## src/sir_codec_pkg.sv

```systemverilog
// constants and types shared by the infrared pulse encoder and decoder
`default_nettype none

package sir_codec_pkg;

  // ----------------------------------------------------------------
  // timing
  // ----------------------------------------------------------------
  localparam int unsigned SYS_PERIOD_PS = 5000;  // sys_clk at 200 MHz
  localparam int unsigned MIN_PULSE_PS = 1600000;  // 1.6 us least optical pulse
  // least time rounds up to whole sys_clk cycles
  localparam int unsigned MIN_PULSE_CYCLES =
    (MIN_PULSE_PS + SYS_PERIOD_PS - 1) / SYS_PERIOD_PS;
  localparam int unsigned LIT_CNT_W = 9;  // holds MIN_PULSE_CYCLES

  // ----------------------------------------------------------------
  // bit cell layout, in bit_clock_x16 periods
  // ----------------------------------------------------------------
  localparam int unsigned CELL_CLOCKS = 16;
  localparam logic [3:0] ENC_RISE_CNT = 4'h6;  // 7th falling edge of the cell
  localparam logic [3:0] ENC_FALL_CNT = 4'h9;  // 10th falling edge of the cell
  localparam logic [3:0] DEC_LOW_LAST = 4'hF;  // 16 rising edges of low output

  // ----------------------------------------------------------------
  // values after reset
  // ----------------------------------------------------------------
  localparam logic [3:0] CNT_RESET = 4'h0;
  localparam logic SYNC_RESET = 1'b1;  // receive line idles high
  localparam logic TX_OUT_RESET = 1'b0;
  localparam logic RX_OUT_RESET = 1'b1;

  // ----------------------------------------------------------------
  // state machines
  // ----------------------------------------------------------------
  typedef enum logic [1:0] {
    ENC_IDLE = 2'b00,  // serial line high, counter cleared
    ENC_WAIT = 2'b01,  // serial line low, optical output dark
    ENC_LIT = 2'b10,  // optical pulse on
    ENC_HOLD = 2'b11  // pulse stretched to the least width
  } enc_state_t;

  typedef enum logic {
    DEC_HIGH = 1'b0,
    DEC_LOW = 1'b1
  } dec_state_t;

endpackage : sir_codec_pkg

`default_nettype wire

```

## src/sir_rx_decoder.sv

```systemverilog
// receive side: turns detected optical falling edges into 16-clock lows
`default_nettype none

module sir_rx_decoder (
  // clock and reset
  input wire logic sys_clk,
  input wire logic srst,
  // ticks from the top level
  input wire logic rise_tick,
  input wire logic rx_fall,
  // decoded serial data to the uart
  output logic serial_rx_out
);

  // ----------------------------------------------------------------
  // state
  // ----------------------------------------------------------------
  typedef struct packed {
    sir_codec_pkg::dec_state_t state;
    logic pend;
    logic [3:0] cnt;
    logic out;
  } dec_reg_t;

  dec_reg_t st_ff;
  dec_reg_t nxt_st;
  logic go;

  // an edge waits for the next x16 rising edge; a new edge beats the clear
  always_comb begin
    nxt_st = st_ff;
    go = rise_tick && (st_ff.pend || rx_fall);
    nxt_st.pend = (st_ff.pend || rx_fall) && !rise_tick;
    case (st_ff.state)
      sir_codec_pkg::DEC_HIGH: begin
        // without an edge the output simply stays high
        if (go) begin
          nxt_st.state = sir_codec_pkg::DEC_LOW;
          nxt_st.cnt = sir_codec_pkg::CNT_RESET;
          nxt_st.out = 1'b0;
        end
      end
      sir_codec_pkg::DEC_LOW: begin
        if (go) begin
          nxt_st.cnt = sir_codec_pkg::CNT_RESET;  // next zero restarts the low
        end else if (rise_tick) begin
          if (st_ff.cnt == sir_codec_pkg::DEC_LOW_LAST) begin
            // a late edge lands after this, giving a one-clock high
            nxt_st.state = sir_codec_pkg::DEC_HIGH;
            nxt_st.out = 1'b1;
          end else begin
            nxt_st.cnt = st_ff.cnt + 4'h1;
          end
        end
      end
      default: begin
        nxt_st.state = sir_codec_pkg::DEC_HIGH;
        nxt_st.out = 1'b1;
      end
    endcase
  end

  // registered state, reset drives output high and clears the counter
  always_ff @(posedge sys_clk) begin
    if (srst) begin
      st_ff.state <= sir_codec_pkg::DEC_HIGH;
      st_ff.pend <= 1'b0;
      st_ff.cnt <= sir_codec_pkg::CNT_RESET;
      st_ff.out <= sir_codec_pkg::RX_OUT_RESET;
    end else begin
      st_ff <= nxt_st;
    end
  end

  assign serial_rx_out = st_ff.out;
endmodule : sir_rx_decoder

`default_nettype wire

```

## src/sir_pulse_encoder_decoder.sv

```systemverilog
// serial infrared pulse encoder and decoder between a uart and an optical transceiver
//
// Notes on behaviour
// - one x16 bit clock paces both transmit pulses and receive sampling
// - a one is a sixteen-clock cell with no optical pulse
// - a zero is exactly one optical pulse in its sixteen-clock cell
// - start, data and stop bits are handled alike, no framing kept
// - only the lowest-rate scheme; any slower matching rate also works
// - each pulse not cut short by serial input rising lasts at least 1.6 us and three bit clocks
// - serial input high keeps optical output low and counter cleared
// - output rises on seventh falling bit clock, falls on the tenth
// - while serial input stays low, pulse repeats in every cell
// - reset drives decoded output high and clears its four-bit counter
// - optical falling edge drives decoded output low at next rising clock
// - decoded output stays low sixteen clocks, then returns high
// - with no optical falling edges the decoded output stays high
// - an edge late by one clock leaves a one-clock high pulse
// - positive optical pulses also decode, at their trailing edge
// - active-high reset starts both encoder and decoder afresh
`default_nettype none

module sir_pulse_encoder_decoder #(
  parameter int unsigned MIN_PULSE_CYC = sir_codec_pkg::MIN_PULSE_CYCLES
) (
  // clock and reset
  input wire logic sys_clk,
  input wire logic srst,
  // bit rate clock, sixteen times the baud rate
  input wire logic bit_clock_x16,
  // uart side
  input wire logic serial_tx_in,
  output logic serial_rx_out,
  // optical transceiver side
  input wire logic optical_rx_in,
  output logic optical_tx_out
);

  // ----------------------------------------------------------------
  // parameter check
  // ----------------------------------------------------------------
  localparam int unsigned LIT_MAX = (1 << sir_codec_pkg::LIT_CNT_W) - 1;

  if (MIN_PULSE_CYC < 1 || MIN_PULSE_CYC > LIT_MAX) begin : g_bad_min_pulse
    $error("MIN_PULSE_CYC out of range for the width counter");
  end

  localparam logic [sir_codec_pkg::LIT_CNT_W-1:0] LIT_LAST =
    sir_codec_pkg::LIT_CNT_W'(MIN_PULSE_CYC - 1);
  localparam logic [sir_codec_pkg::LIT_CNT_W-1:0] LIT_SAT =
    sir_codec_pkg::LIT_CNT_W'(LIT_MAX);

  // ----------------------------------------------------------------
  // state
  // ----------------------------------------------------------------
  typedef struct packed {
    logic bclk_s1;
    logic bclk_s2;
    logic bclk_s3;
    logic rx_s1;
    logic rx_s2;
    logic rx_s3;
    sir_codec_pkg::enc_state_t enc_state;
    logic [3:0] enc_cnt;
    logic [sir_codec_pkg::LIT_CNT_W-1:0] lit_cnt;
    logic tx_out;
  } top_reg_t;

  top_reg_t st_ff;
  top_reg_t nxt_st;

  // ticks and edges seen on the synchronised inputs
  logic rise_tick;
  logic fall_tick;
  logic rx_fall;
  logic lit_done;

  // edge detect reads only the second and third stages; any slower bit clock works
  assign rise_tick = st_ff.bclk_s2 && !st_ff.bclk_s3;
  assign fall_tick = !st_ff.bclk_s2 && st_ff.bclk_s3;
  // falling edges only: a positive pulse is caught at its trailing edge
  assign rx_fall = !st_ff.rx_s2 && st_ff.rx_s3;
  // the least width is honoured even if the bit clock runs too fast
  assign lit_done = st_ff.lit_cnt >= LIT_LAST;

  // ----------------------------------------------------------------
  // next state
  // ----------------------------------------------------------------
  // the bit clock is treated as a sampled input, not a clock domain, so
  // its edges lag by two sys_clk cycles; negligible at 16x baud rates
  always_comb begin
    nxt_st = st_ff;
    nxt_st.bclk_s1 = bit_clock_x16;
    nxt_st.bclk_s2 = st_ff.bclk_s1;
    nxt_st.bclk_s3 = st_ff.bclk_s2;
    nxt_st.rx_s1 = optical_rx_in;
    nxt_st.rx_s2 = st_ff.rx_s1;
    nxt_st.rx_s3 = st_ff.rx_s2;

    if (serial_tx_in) begin
      // a one: no light and the cell counter held at zero
      nxt_st.enc_state = sir_codec_pkg::ENC_IDLE;
      nxt_st.enc_cnt = sir_codec_pkg::CNT_RESET;
      nxt_st.lit_cnt = '0;
      nxt_st.tx_out = 1'b0;
    end else begin
      // each bit is handled on its own, framing is the uart's business
      if (fall_tick) begin
        nxt_st.enc_cnt = st_ff.enc_cnt + 4'h1;
      end
      case (st_ff.enc_state)
        sir_codec_pkg::ENC_IDLE,
        sir_codec_pkg::ENC_WAIT: begin
          nxt_st.enc_state = sir_codec_pkg::ENC_WAIT;
          if (fall_tick && st_ff.enc_cnt == sir_codec_pkg::ENC_RISE_CNT) begin
            nxt_st.enc_state = sir_codec_pkg::ENC_LIT;
            nxt_st.tx_out = 1'b1;
            nxt_st.lit_cnt = '0;
          end
        end
        sir_codec_pkg::ENC_LIT: begin
          if (st_ff.lit_cnt != LIT_SAT) begin
            nxt_st.lit_cnt = st_ff.lit_cnt + 1'b1;
          end
          if (fall_tick && st_ff.enc_cnt == sir_codec_pkg::ENC_FALL_CNT) begin
            if (lit_done) begin
              nxt_st.enc_state = sir_codec_pkg::ENC_WAIT;
              nxt_st.tx_out = 1'b0;
            end else begin
              nxt_st.enc_state = sir_codec_pkg::ENC_HOLD;
            end
          end
        end
        sir_codec_pkg::ENC_HOLD: begin
          if (st_ff.lit_cnt != LIT_SAT) begin
            nxt_st.lit_cnt = st_ff.lit_cnt + 1'b1;
          end
          if (lit_done) begin
            nxt_st.enc_state = sir_codec_pkg::ENC_WAIT;
            nxt_st.tx_out = 1'b0;
          end
        end
        default: begin
          nxt_st.enc_state = sir_codec_pkg::ENC_IDLE;
          nxt_st.tx_out = 1'b0;
        end
      endcase
    end
  end

  // ----------------------------------------------------------------
  // registers
  // ----------------------------------------------------------------
  // synchronous reset loads constants only
  always_ff @(posedge sys_clk) begin
    if (srst) begin
      st_ff.bclk_s1 <= 1'b0;
      st_ff.bclk_s2 <= 1'b0;
      st_ff.bclk_s3 <= 1'b0;
      st_ff.rx_s1 <= sir_codec_pkg::SYNC_RESET;
      st_ff.rx_s2 <= sir_codec_pkg::SYNC_RESET;
      st_ff.rx_s3 <= sir_codec_pkg::SYNC_RESET;
      st_ff.enc_state <= sir_codec_pkg::ENC_IDLE;
      st_ff.enc_cnt <= sir_codec_pkg::CNT_RESET;
      st_ff.lit_cnt <= '0;
      st_ff.tx_out <= sir_codec_pkg::TX_OUT_RESET;
    end else begin
      st_ff <= nxt_st;
    end
  end

  assign optical_tx_out = st_ff.tx_out;

  // ----------------------------------------------------------------
  // receive decoder
  // ----------------------------------------------------------------
  // decoding is per bit; mid-bit sampling by the uart hides the glitch
  sir_rx_decoder u_decoder (
    .sys_clk(sys_clk),
    .srst(srst),
    .rise_tick(rise_tick),
    .rx_fall(rx_fall),
    .serial_rx_out(serial_rx_out)
  );
endmodule : sir_pulse_encoder_decoder

`default_nettype wire

```

## config.mk

```make
export PLATFORM = sky130hd
export DESIGN_NAME = sir_pulse_encoder_decoder
export DESIGN_NICKNAME = d
export VERILOG_FILES = /design/src/sir_codec_pkg.sv /design/src/sir_rx_decoder.sv /design/src/sir_pulse_encoder_decoder.sv
export SDC_FILE = /design/constraint.sdc
export NUM_CORES = 1
export LEC_CHECK = 0
export BUFFER_PORTS_ARGS = -buffer_cell sky130_fd_sc_hd__buf_4
export CAP_MARGIN = 25
export CORE_AREA = 2 2 71 73
export DETAILED_ROUTE_END_ITERATION = 8
export DIE_AREA = 0 0 73 75
export PLACE_DENSITY_LB_ADDON = 0.05
export SLEW_MARGIN = 20
export SYNTH_ARGS = -nofsm -noshare
export SYNTH_HDL_FRONTEND = slang
export SYNTH_SLANG_ARGS = --single-unit
```

## constraint.sdc

```tcl
create_clock -name sys_clk -period 1.97 [get_ports sys_clk]
set_clock_uncertainty 0.15 [all_clocks]
set_input_delay 0.2955 -clock sys_clk [delete_from_list [all_inputs] [get_ports sys_clk]]
set_output_delay 0.2955 -clock sys_clk [all_outputs]
set_load 0.05 [all_outputs]
```

==> results of run 1 <==
sequential cells by signal, indices dropped and copies added (netlist names):
name / cells
st_ff: 17
u_decoder.st_ff: 6
nxt_st: 4
optical_tx_out: 1
u_decoder.serial_rx_out: 1
worst max path at each step:
stage                                  to  slack [ps]
finish              st_ff[6]$_SDFFE_PP0P_          50
global route        st_ff[7]$_SDFFE_PP0P_         -20
CTS                 st_ff[8]$_SDFFE_PP0P_           7
detailed placement  st_ff[6]$_SDFFE_PP0P_         -10
global placement    st_ff[6]$_SDFFE_PP0P_          70
floorplan           st_ff[8]$_SDFFE_PP0P_           4
placed cells by master (no fill, tap or decap), types with 6 or more instances in the layout:
cell | netlist | routed
nand3_1 | 9 | 8
o21ai_0 | 9 | 8
nor2b_1 | 6 | 6
clkbuf_8 | 0 | 7
a21oi_1 | 16 | 14
nand2_1 | 12 | 11
buf_4 | 1 | 20
nor2_1 | 11 | 10
dfxtp_1 | 29 | 24
cell families (layout without fill, tap and decap cells):
family / after synthesis / after routing / share of synthesized area, %
buffers and inverters: 8 / 35 / 3.22
DFF: 29 / 29 / 45.3
AOI/OAI and AO/OA: 35 / 35 / 15.6
adders and majority gates: 6 / 6 / 5.85
and+or+nand+nor: 64 / 64 / 27.3
xor gates and xnor gates: 4 / 4 / 2.73
what timing repair did:
action	in CTS	in global routing
pin swaps	6	7
setup endpoints to repair	3	6
gates resized for setup	10	11
setup buffers	5	3
layer usage:
layer | vias up | wire length (microns)
met5 | - | 0
met4 | 0 | 59
met3 | 7 | 91
met2 | 11 | 1380
met1 | 532 | 1360
li1 | 573 | -
Yosys cell counts, types with 3 or more instances:
cell | instances | area, sq um
ha_1 | 6 | 75.1
nand4b_1 | 3 | 26.3
nor3_1 | 3 | 15.0
or3_1 | 3 | 18.8
inv_1 | 4 | 15.0
o21ai_0 | 9 | 45.0
nand3_1 | 9 | 45.0
a21oi_1 | 16 | 80.1
nor2b_1 | 6 | 37.5
or2_2 | 4 | 25.0
dfxtp_1 | 29 | 581
nor2_1 | 11 | 41.3
nand2_1 | 12 | 45.0
worst max-delay path, cell delays in order (launching register included):
cell and delay [ps]:
dfxtp_2 320, and3_4 180, nand2_4 70, nor2_4 40, ha_4 140, and2b_2 240, a21oi_4 60, or4_1 510
a21oi_2 130
power by group:
| part | switching [mW] | leakage [nW] | internal [mW] |
|---|---|---|---|
| combinational | 0.0248 | 0.320 | 0.0170 |
| clock | 0.234 | 0.0542 | 0.315 |
| sequential | 0.00497 | 0.238 | 0.593 |
| total | 0.264 | 0.612 | 0.926 |
cell type report:
type / count / area [sq um] / share of cell area (%)
Multi-Input combinational cell: 109 / 736 / 43.5
Clock buffer: 7 / 96.3 / 5.69
Timing Repair Buffer: 23 / 184 / 10.9
Inverter: 4 / 15.0 / 0.887
Clock inverter: 1 / 5.00 / 0.296
Sequential cell: 29 / 589 / 34.8
Tap cell: 54 / 67.6 / 3.99
==> summary.md, run 1 <==
| Metric | Value |
|---|---|
| Outcome | complete, no violations |
| Fill cells | 481 |
| Maximum vdd ir drop | 0.313 mV |
| Pin count of the biggest net entering global routing | 16 |
| Ports | 7 |
| YS warnings | 0 |
| Endpoint of the worst hold path | nxt_st[17]$_SDFF_PP1_ |
| Endpoint class of the critical path | flop |
| Post-route setup slack | 53.3 ps |
| Fin. Hold Viols | 0 |
| WS Path Type | flop to flop |
| Post-DP HPWL | 1900 microns |
| Critical R2R Launch | st_ff[4]$_SDFFE_PP0P_ |
| Die Width | 73 microns |
| Max-slew violations | 0 |
| Final setup violation count | 0 |
| Rel. slew slack | 75.9% |
| Post-synth ARST share | 0% |
| Placer Congestion | 0.770 |
| Reg2Reg Depth | 8 |
| Setup tns final | 0 ps |
| Wire per inst | 12.8 microns |
| Antenna Cells | 0 |
| Seq cells post-synth | 29 |
| Initial Util | 27.5% |
| Fin crit period | 1920 ps |
| GRT Resource Usage Total | 12.3% |
| Grt met1 use | 14.8% |
| # DRC | 0 |
| First-pass GRT wire length | 5040 microns |
| DR iter-0 viols | 32 |
| CP max FO | 6 |
| Fmax | 522 MHz |
| Clk Latency, worst-skew pair | 280 ps |
| Hold_ws | 56.8 ps |
| CTS buffer count | 5 |
| Area of the mapped netlist | 1280 sq um |
| Power per cell area | 703 nW/um^2 |
| M2 GR Usage | 19.5% |
| Cell area after placement | 1460 sq um |
| Busiest layer in global routing | met2 |
| Kind of start point of the critical path | flop |
| H-tree level count | 2 |
| Total placed cells including tap cells | 211 |
| 1st-pass router iterations | 4 |
| Hold Buf Count CTS | 0 |
| Vias | 1123 |
| Post-Syn Instances | 146 |
| Layout cells sized above 1 | 31.2% |
| Critical R2R Capture | st_ff[6]$_SDFFE_PP0P_ |
| Hold Crit Depth | 2 |
| Clk sinks | 29 |
| Worst slack after detailed placement | -12.4 ps |
| CP required | 2030 ps |
| Distinct cells, synth | 34 |
| Non-Filler Instances | 227 |
| Die Span Y | 75 microns |
| Number of global-route vias before repair | 1104 |
| Clock transition at the registers of the reported paths | 60 ps |
| Syn Nets | 157 |
| DR vias/cell | 4.95 |
| Port Buffers | 6 |
| Rows | 25 |
| CTS tree | built |
| Post-Layout Inst Area | 1690 sq um |
| Crit path DAT | 1970 ps |
| Worst setup path startpoint | st_ff[4]$_SDFFE_PP0P_ |
| HP Start | optical_rx_in |
| Max cap viols | 0 |
| Root Buffer | clkbuf_8 |
| Met3 layer usage reported by global route | 4.42% |
| Leakage power | 0.612 nW |
| Main synth FF type | dfxtp_1 |
| Core Area | 4660 sq um |
| Detail Route Antenna Nets | 0 |
| Area growth syn-to-layout | 32.0% |
| Post-layout util | 36.3% |
| Max Root-Sink Buffers | 2 |
| Worst slew pin tran | 358 ps |
| Gr ovfl total | 0 |
| RSZ-0062 raised after global routing | true |
| Number of flops mapped to enable cells by yosys | 0 |
| Final wirelength | 2900 microns |
| Die ar. | 5480 sq um |
| Syn_area_per_cell | 8.78 sq um |
| Design Power | 1.19 mW |
| Crit share post-route | 97.3% |
| Reg2reg setup slack | 50 ps |
| Hold Path Class | input port to flop |
| Initial antenna violation count | 0 |
| Register area share after synthesis | 45.3% |
| Nets | 183 |
Note: power is estimated with default switching activity, not from simulation.
==> run 2: changes to the inputs <==
--- a/config.mk
+++ b/config.mk
@@ -8,6 +8,7 @@
 export BUFFER_PORTS_ARGS = -buffer_cell sky130_fd_sc_hd__buf_4
 export CAP_MARGIN = 25
 export CORE_AREA = 2 2 71 73
+export CTS_CLUSTER_DIAMETER = 30
 export DETAILED_ROUTE_END_ITERATION = 8
 export DIE_AREA = 0 0 73 75
 export PLACE_DENSITY_LB_ADDON = 0.05
==> constraint.sdc (replaced) <==
create_clock -name sys_clk -period 2.3 [get_ports sys_clk]
set_clock_uncertainty 0.15 [all_clocks]
set_input_delay 0.345 -clock sys_clk [delete_from_list [all_inputs] [get_ports sys_clk]]
set_output_delay 0.345 -clock sys_clk [all_outputs]
set_load 0.05 [all_outputs]
==> run 2 against run 1 <==
Global-route usage fell by 1.7 points. Clock power fell by 26%. Total power shrank 20%. Via count down 6.8%. Sequential power is 14% lower. Sequential cell count unchanged. Final area shrank 14%. Combinational power fell by 20%.
==> summary.md, run 2 (same netlist as run 1, synthesis figures left out) <==
| Metric | Value |
|---|---|
| CP required | 2360 ps |
| Post-DP HPWL | 1780 microns |
| Fin crit period | 2140 ps |
| Max cap viols | 0 |
| H-tree level count | 2 |
| Total placed cells including tap cells | 203 |
| Die ar. | 5480 sq um |
| Root Buffer | clkbuf_8 |
| Setup tns final | 0 ps |
| RSZ-0062 raised after global routing | false |
| Hold Path Class | input port to flop |
| Initial Util | 27.5% |
| Worst slew pin tran | 387 ps |
| Detail Route Antenna Nets | 0 |
| First-pass GRT wire length | 4280 microns |
| Core Area | 4660 sq um |
| Power per cell area | 653 nW/um^2 |
| Final setup violation count | 0 |
| Antenna Cells | 0 |
| Max FFs per register | 17 |
| WS Path Type | flop to flop |
| Reg with most FFs | st_ff |
| Ports | 7 |
| Port Buffers | 6 |
| Delay of the slowest critical-path stage | 490 ps |
| Crit path DAT | 2200 ps |
| Initial antenna violation count | 0 |
| Placer Congestion | 0.794 |
| Gr ovfl total | 0 |
| Outcome | complete, no violations |
| Pin count of the biggest net entering global routing | 16 |
| Crit share post-route | 93.1% |
| Most frequent cells in the layout | dfxtp_1 (29), a21oi_1 (16), nand2_1 (12), nor2_1 (11) |
| Wire per inst | 12.1 microns |
| # DRC | 0 |
| DR iter-0 viols | 45 |
| Number of global-route vias before repair | 920 |
| CP Cell Sequence | ha_1 > nand3_1 > nor2_1 > ha_1 > and2b_1 > a21oi_2 > or4_1 > a21oi_1 |
| Fin. Hold Viols | 0 |
| Rel. slew slack | 74.2% |
| Commonest non-fill, non-tap cell in the layout | dfxtp_1 |
| CTS-repair resized insts | 0 |
| CP top delay family | simple AND/OR/NAND/NOR gates |
| Nets | 167 |
| Layout cells sized above 1 | 14.0% |
| Area growth syn-to-layout | 14.0% |
| Final wirelength | 2550 microns |
| Hold_ws | 103 ps |
| Clk Latency, worst-skew pair | 280 ps |
| Die Span Y | 75 microns |
| CTS buffer count | 5 |
| Clock transition at the registers of the reported paths | 70 ps |
| Fmax | 467 MHz |
| Max-slew violations | 0 |
| Cell mode on critical path | ha_1 |
| Non-Filler Instances | 211 |
| Hold Buf Count CTS | 0 |
| CTS tree | built |
| Clk sinks | 29 |
| Buf/Inv on CP | 0 |
| Die Width | 73 microns |
| 1st-pass router iterations | 4 |
| Postcts setup bufs | 0 |
| GRT Resource Usage Total | 10.6% |
| Rows | 25 |
| Max Root-Sink Buffers | 2 |
| Fill cells | 485 |
| DR vias/cell | 4.96 |
| Slowest-stage cell, CP | or4_1 |
| Endpoint class of the critical path | flop |
| Vias | 1047 |
| Kind of start point of the critical path | flop |
| Maximum vdd ir drop | 0.183 mV |
| CP max FO | 11 |
| Leakage power | 0.500 nW |
-- run 2: cell count changes in the layout (fill, tap and decap cells not counted), moves of 2 or more --
cell,before,now
ha_4,2,0
buf_4,20,7
clkbuf_8,7,5
buf_6,3,0
a21oi_1,14,16
dfxtp_1,24,29
dfxtp_2,4,0
ha_1,4,6
-- run 2: worst paths after layout --
path                              start                     to  slack, ps  cells past startpoint
setup / recovery  st_ff[1]$_SDFFE_PP0P_  st_ff[6]$_SDFFE_PP0P_        160                      8
hold reg to reg   nxt_st[17]$_SDFF_PP1_  nxt_st[16]$_SDFF_PP1_        260                      1
hold / removal            optical_rx_in  nxt_st[17]$_SDFF_PP1_        100                      2
setup reg to reg  st_ff[1]$_SDFFE_PP0P_  st_ff[6]$_SDFFE_PP0P_        160                      8
-- run 2: final cells by class --
class | count | area [sq um] | share of cell area (%)
multi-input cells | 109 | 661 | 45.2
clock buffers | 5 | 68.8 | 4.70
clock inverters | 3 | 17.5 | 1.20
flip-flops and latches | 29 | 581 | 39.7
inverters | 4 | 15.0 | 1.03
well taps | 54 | 67.6 | 4.62
repair buffers | 7 | 52.6 | 3.59
-- run 2: report_power, final --
group	total, mW	internal [mW]	leakage [nW]	switching [mW]
clock network	0.408	0.208	0.0439	0.200
registers	0.514	0.509	0.235	0.00460
logic	0.0335	0.0134	0.221	0.0201
-- run 2: metal layers --
layer	GRT usage [%]	vias up	wire length [microns]	share of wire, %
li1	-	538	-	-
met1	13.1	490	1200	47
met2	15.5	17	1210	47
met3	4.82	2	116	4.6
met4	5.56	0	22	0.86
met5	0	-	0	0
-- run 2: stage by stage --
stage               area, sq um  power (mW)  worst slack (ps)  utilization, %
global route               1460        1.01              18.6            31.4
floorplan                  1280       0.546               230               -
global placement           1380       0.560               213            29.5
CTS                        1460       0.981               161            31.4
detailed placement         1380       0.559               162            29.5
finish                     1460       0.955               158            31.4
==> run 3: changes to the inputs <==
--- a/config.mk
+++ b/config.mk
@@ -7,10 +7,10 @@
 export LEC_CHECK = 0
 export BUFFER_PORTS_ARGS = -buffer_cell sky130_fd_sc_hd__buf_4
 export CAP_MARGIN = 25
-export CORE_AREA = 2 2 71 73
+export CORE_AREA = 2 2 75 70
 export CTS_CLUSTER_DIAMETER = 30
 export DETAILED_ROUTE_END_ITERATION = 8
-export DIE_AREA = 0 0 73 75
+export DIE_AREA = 0 0 77 72
 export PLACE_DENSITY_LB_ADDON = 0.05
 export SLEW_MARGIN = 20
 export SYNTH_ARGS = -nofsm -noshare
==> constraint.sdc (replaced) <==
create_clock -name sys_clk -period 1.87 [get_ports sys_clk]
set_clock_uncertainty 0.15 [all_clocks]
set_input_delay 0.2805 -clock sys_clk [delete_from_list [all_inputs] [get_ports sys_clk]]
set_output_delay 0.2805 -clock sys_clk [all_outputs]
set_load 0.05 [all_outputs]
==> run 3 against run 2 <==
The flow now finishes with violations (negative setup slack). Sequential power up 23%. Count of clock-buffer cells in the layout rose by 3. Final area rose by 20%. Hold slack got worse by 63 ps. Via count is 8.0% higher. Global-route usage increased by 0.87 points. Clock power grew 23%. Sequential cell count unchanged. Total power up 24%. Largest power group unchanged.
==> summary.md, run 3 (same netlist as run 1, synthesis figures left out) <==
| Metric | Value |
|---|---|
| Fin crit period | 1900 ps |
| Max-slew violations | 0 |
| Endpoint class of the critical path | flop |
| Die Width | 77 microns |
| Clock transition at the registers of the reported paths | 60 ps |
| Crit share post-route | 102% |
| Die ar. | 5540 sq um |
| CP top delay family | simple AND/OR/NAND/NOR gates |
| First-pass GRT wire length | 5110 microns |
| Maximum vdd ir drop | 0.282 mV |
| Number of global-route vias before repair | 1119 |
| Core Area | 4740 sq um |
| Final wirelength | 2850 microns |
| Max FFs per register | 17 |
| DR iter-0 viols | 64 |
| 1st-pass router iterations | 4 |
| Power per cell area | 676 nW/um^2 |
| Rel. slew slack | 73.7% |
| Most frequent cells in the layout | buf_4 (24), dfxtp_1 (24), a21oi_1 (11), nand2_1 (11), nor2_1 (10) |
| Hold Path Class | input port to flop |
| RSZ-0062 raised after global routing | true |
| Clk Latency, worst-skew pair | 280 ps |
| Initial antenna violation count | 0 |
| Wire per inst | 11.8 microns |
| Max Root-Sink Buffers | 2 |
| CP max FO | 6 |
| Crit path DAT | 1960 ps |
| Post-DP HPWL | 1850 microns |
| Root Buffer | clkbuf_8 |
| Worst slew pin tran | 393 ps |
| Slowest-stage cell, CP | or4_4 |
| Met3 layer usage reported by global route | 3.73% |
| Busiest layer in global routing | met2 |
| Nets | 187 |
| Detail Route Antenna Nets | 0 |
| CP required | 1920 ps |
| Fmax | 526 MHz |
| Failing checks | negative setup slack |
| Layout cells sized above 1 | 35.0% |
| Clk sinks | 29 |
| H-tree level count | 2 |
| Kind of start point of the critical path | flop |
| Port Buffers | 6 |
| # DRC | 0 |
| Ports | 7 |
| Grt met1 use | 14.6% |
| GRT Resource Usage Total | 11.5% |
| Area growth syn-to-layout | 36.3% |
| Buf/Inv on CP | 0 |
| Vias | 1131 |
| M2 GR Usage | 18.1% |
| Delay of the slowest critical-path stage | 500 ps |
| Gr ovfl total | 0 |
| Max cap viols | 0 |
| Pin count of the biggest net entering global routing | 16 |
| Setup tns final | -93.6 ps |
| Hold Buf Count CTS | 0 |
| Rows | 24 |
| WS Path Type | flop to flop |
| CTS tree | built |
| CTS buffer count | 5 |
| Reg with most FFs | st_ff |
| DR vias/cell | 4.67 |
| Fin. Hold Viols | 0 |
| Final setup violation count | 4 |
| Post-route setup slack | -32.3 ps |
| Design Power | 1.18 mW |
| CP Cell Sequence | and3_4 > nand2_4 > nor2_4 > ha_4 > and2b_2 > a21oi_4 > or4_4 > a21oi_2 |
| Antenna Cells | 0 |
| Initial Util | 27.0% |
| Leakage power | 0.623 nW |
| Placer Congestion | 0.739 |
| Die Span Y | 72 microns |
| Outcome | finished with violations |
-- run 3: path summary, 6_finish.rpt --
check / start / end / slack [ps] / cells past startpoint
max: st_ff[4]$_SDFFE_PP0P_ / st_ff[6]$_SDFFE_PP0P_ / -30 / 8
min: optical_rx_in / nxt_st[17]$_SDFF_PP1_ / 40 / 2
max reg2reg: st_ff[4]$_SDFFE_PP0P_ / st_ff[6]$_SDFFE_PP0P_ / -30 / 8
min reg2reg: nxt_st[17]$_SDFF_PP1_ / nxt_st[16]$_SDFF_PP1_ / 270 / 1
-- run 3: through the flow --
stage | cell area (sq um) | hold slack, ps | setup slack (ps) | util, % | std cells
after floorplan | 1310 | 202 | -80.3 | - | 146
after global placement | 1530 | 255 | -26.0 | 32.3 | 230
after detailed placement | 1530 | 248 | -75.2 | 32.3 | 230
after CTS | 1650 | 37.3 | -62.5 | 34.8 | 240
after global routing | 1750 | 40.5 | -96.1 | 36.8 | 242
final | 1750 | 40.4 | -32.3 | 36.8 | 242
-- run 3: final cells by class --
type                            instances  area, sq um
Multi-Input combinational cell        109          771
Tap cell                               65         81.3
Inverter                                4         15.0
Fill cell                             500         3000
Timing Repair Buffer                   27          214
Sequential cell                        29          587
Clock buffer                            8         80.1
-- run 3: power breakdown --
group | total [mW] | leakage (nW) | internal, mW | switching (mW)
clock | 0.503 | 0.0395 | 0.264 | 0.239
sequential | 0.631 | 0.238 | 0.627 | 0.00480
combinational | 0.0475 | 0.345 | 0.0192 | 0.0283
-- run 3: repair_timing --
item                                    in CTS  in global routing
buffers inserted                             2                  2
cloned                                       0                  0
endpoints found under the setup margin       6                  5
resized for setup                            7                 21
pin swaps                                    6                  7
-- run 3: worst register-to-register path, stage by stage (launching register included) --
cell and delay (ps):
dfxtp_2 320, and3_4 180, nand2_4 60, nor2_4 40
ha_4 140, and2b_2 230, a21oi_4 60, or4_4 500
a21oi_2 130
-- run 3: layer usage --
metal / routed length, microns / vias to the layer above
met1: 1390 / 517
met2: 1300 / 20
met3: 107 / 7
met4: 60 / 0
li1: - / 587
met5: 0 / -
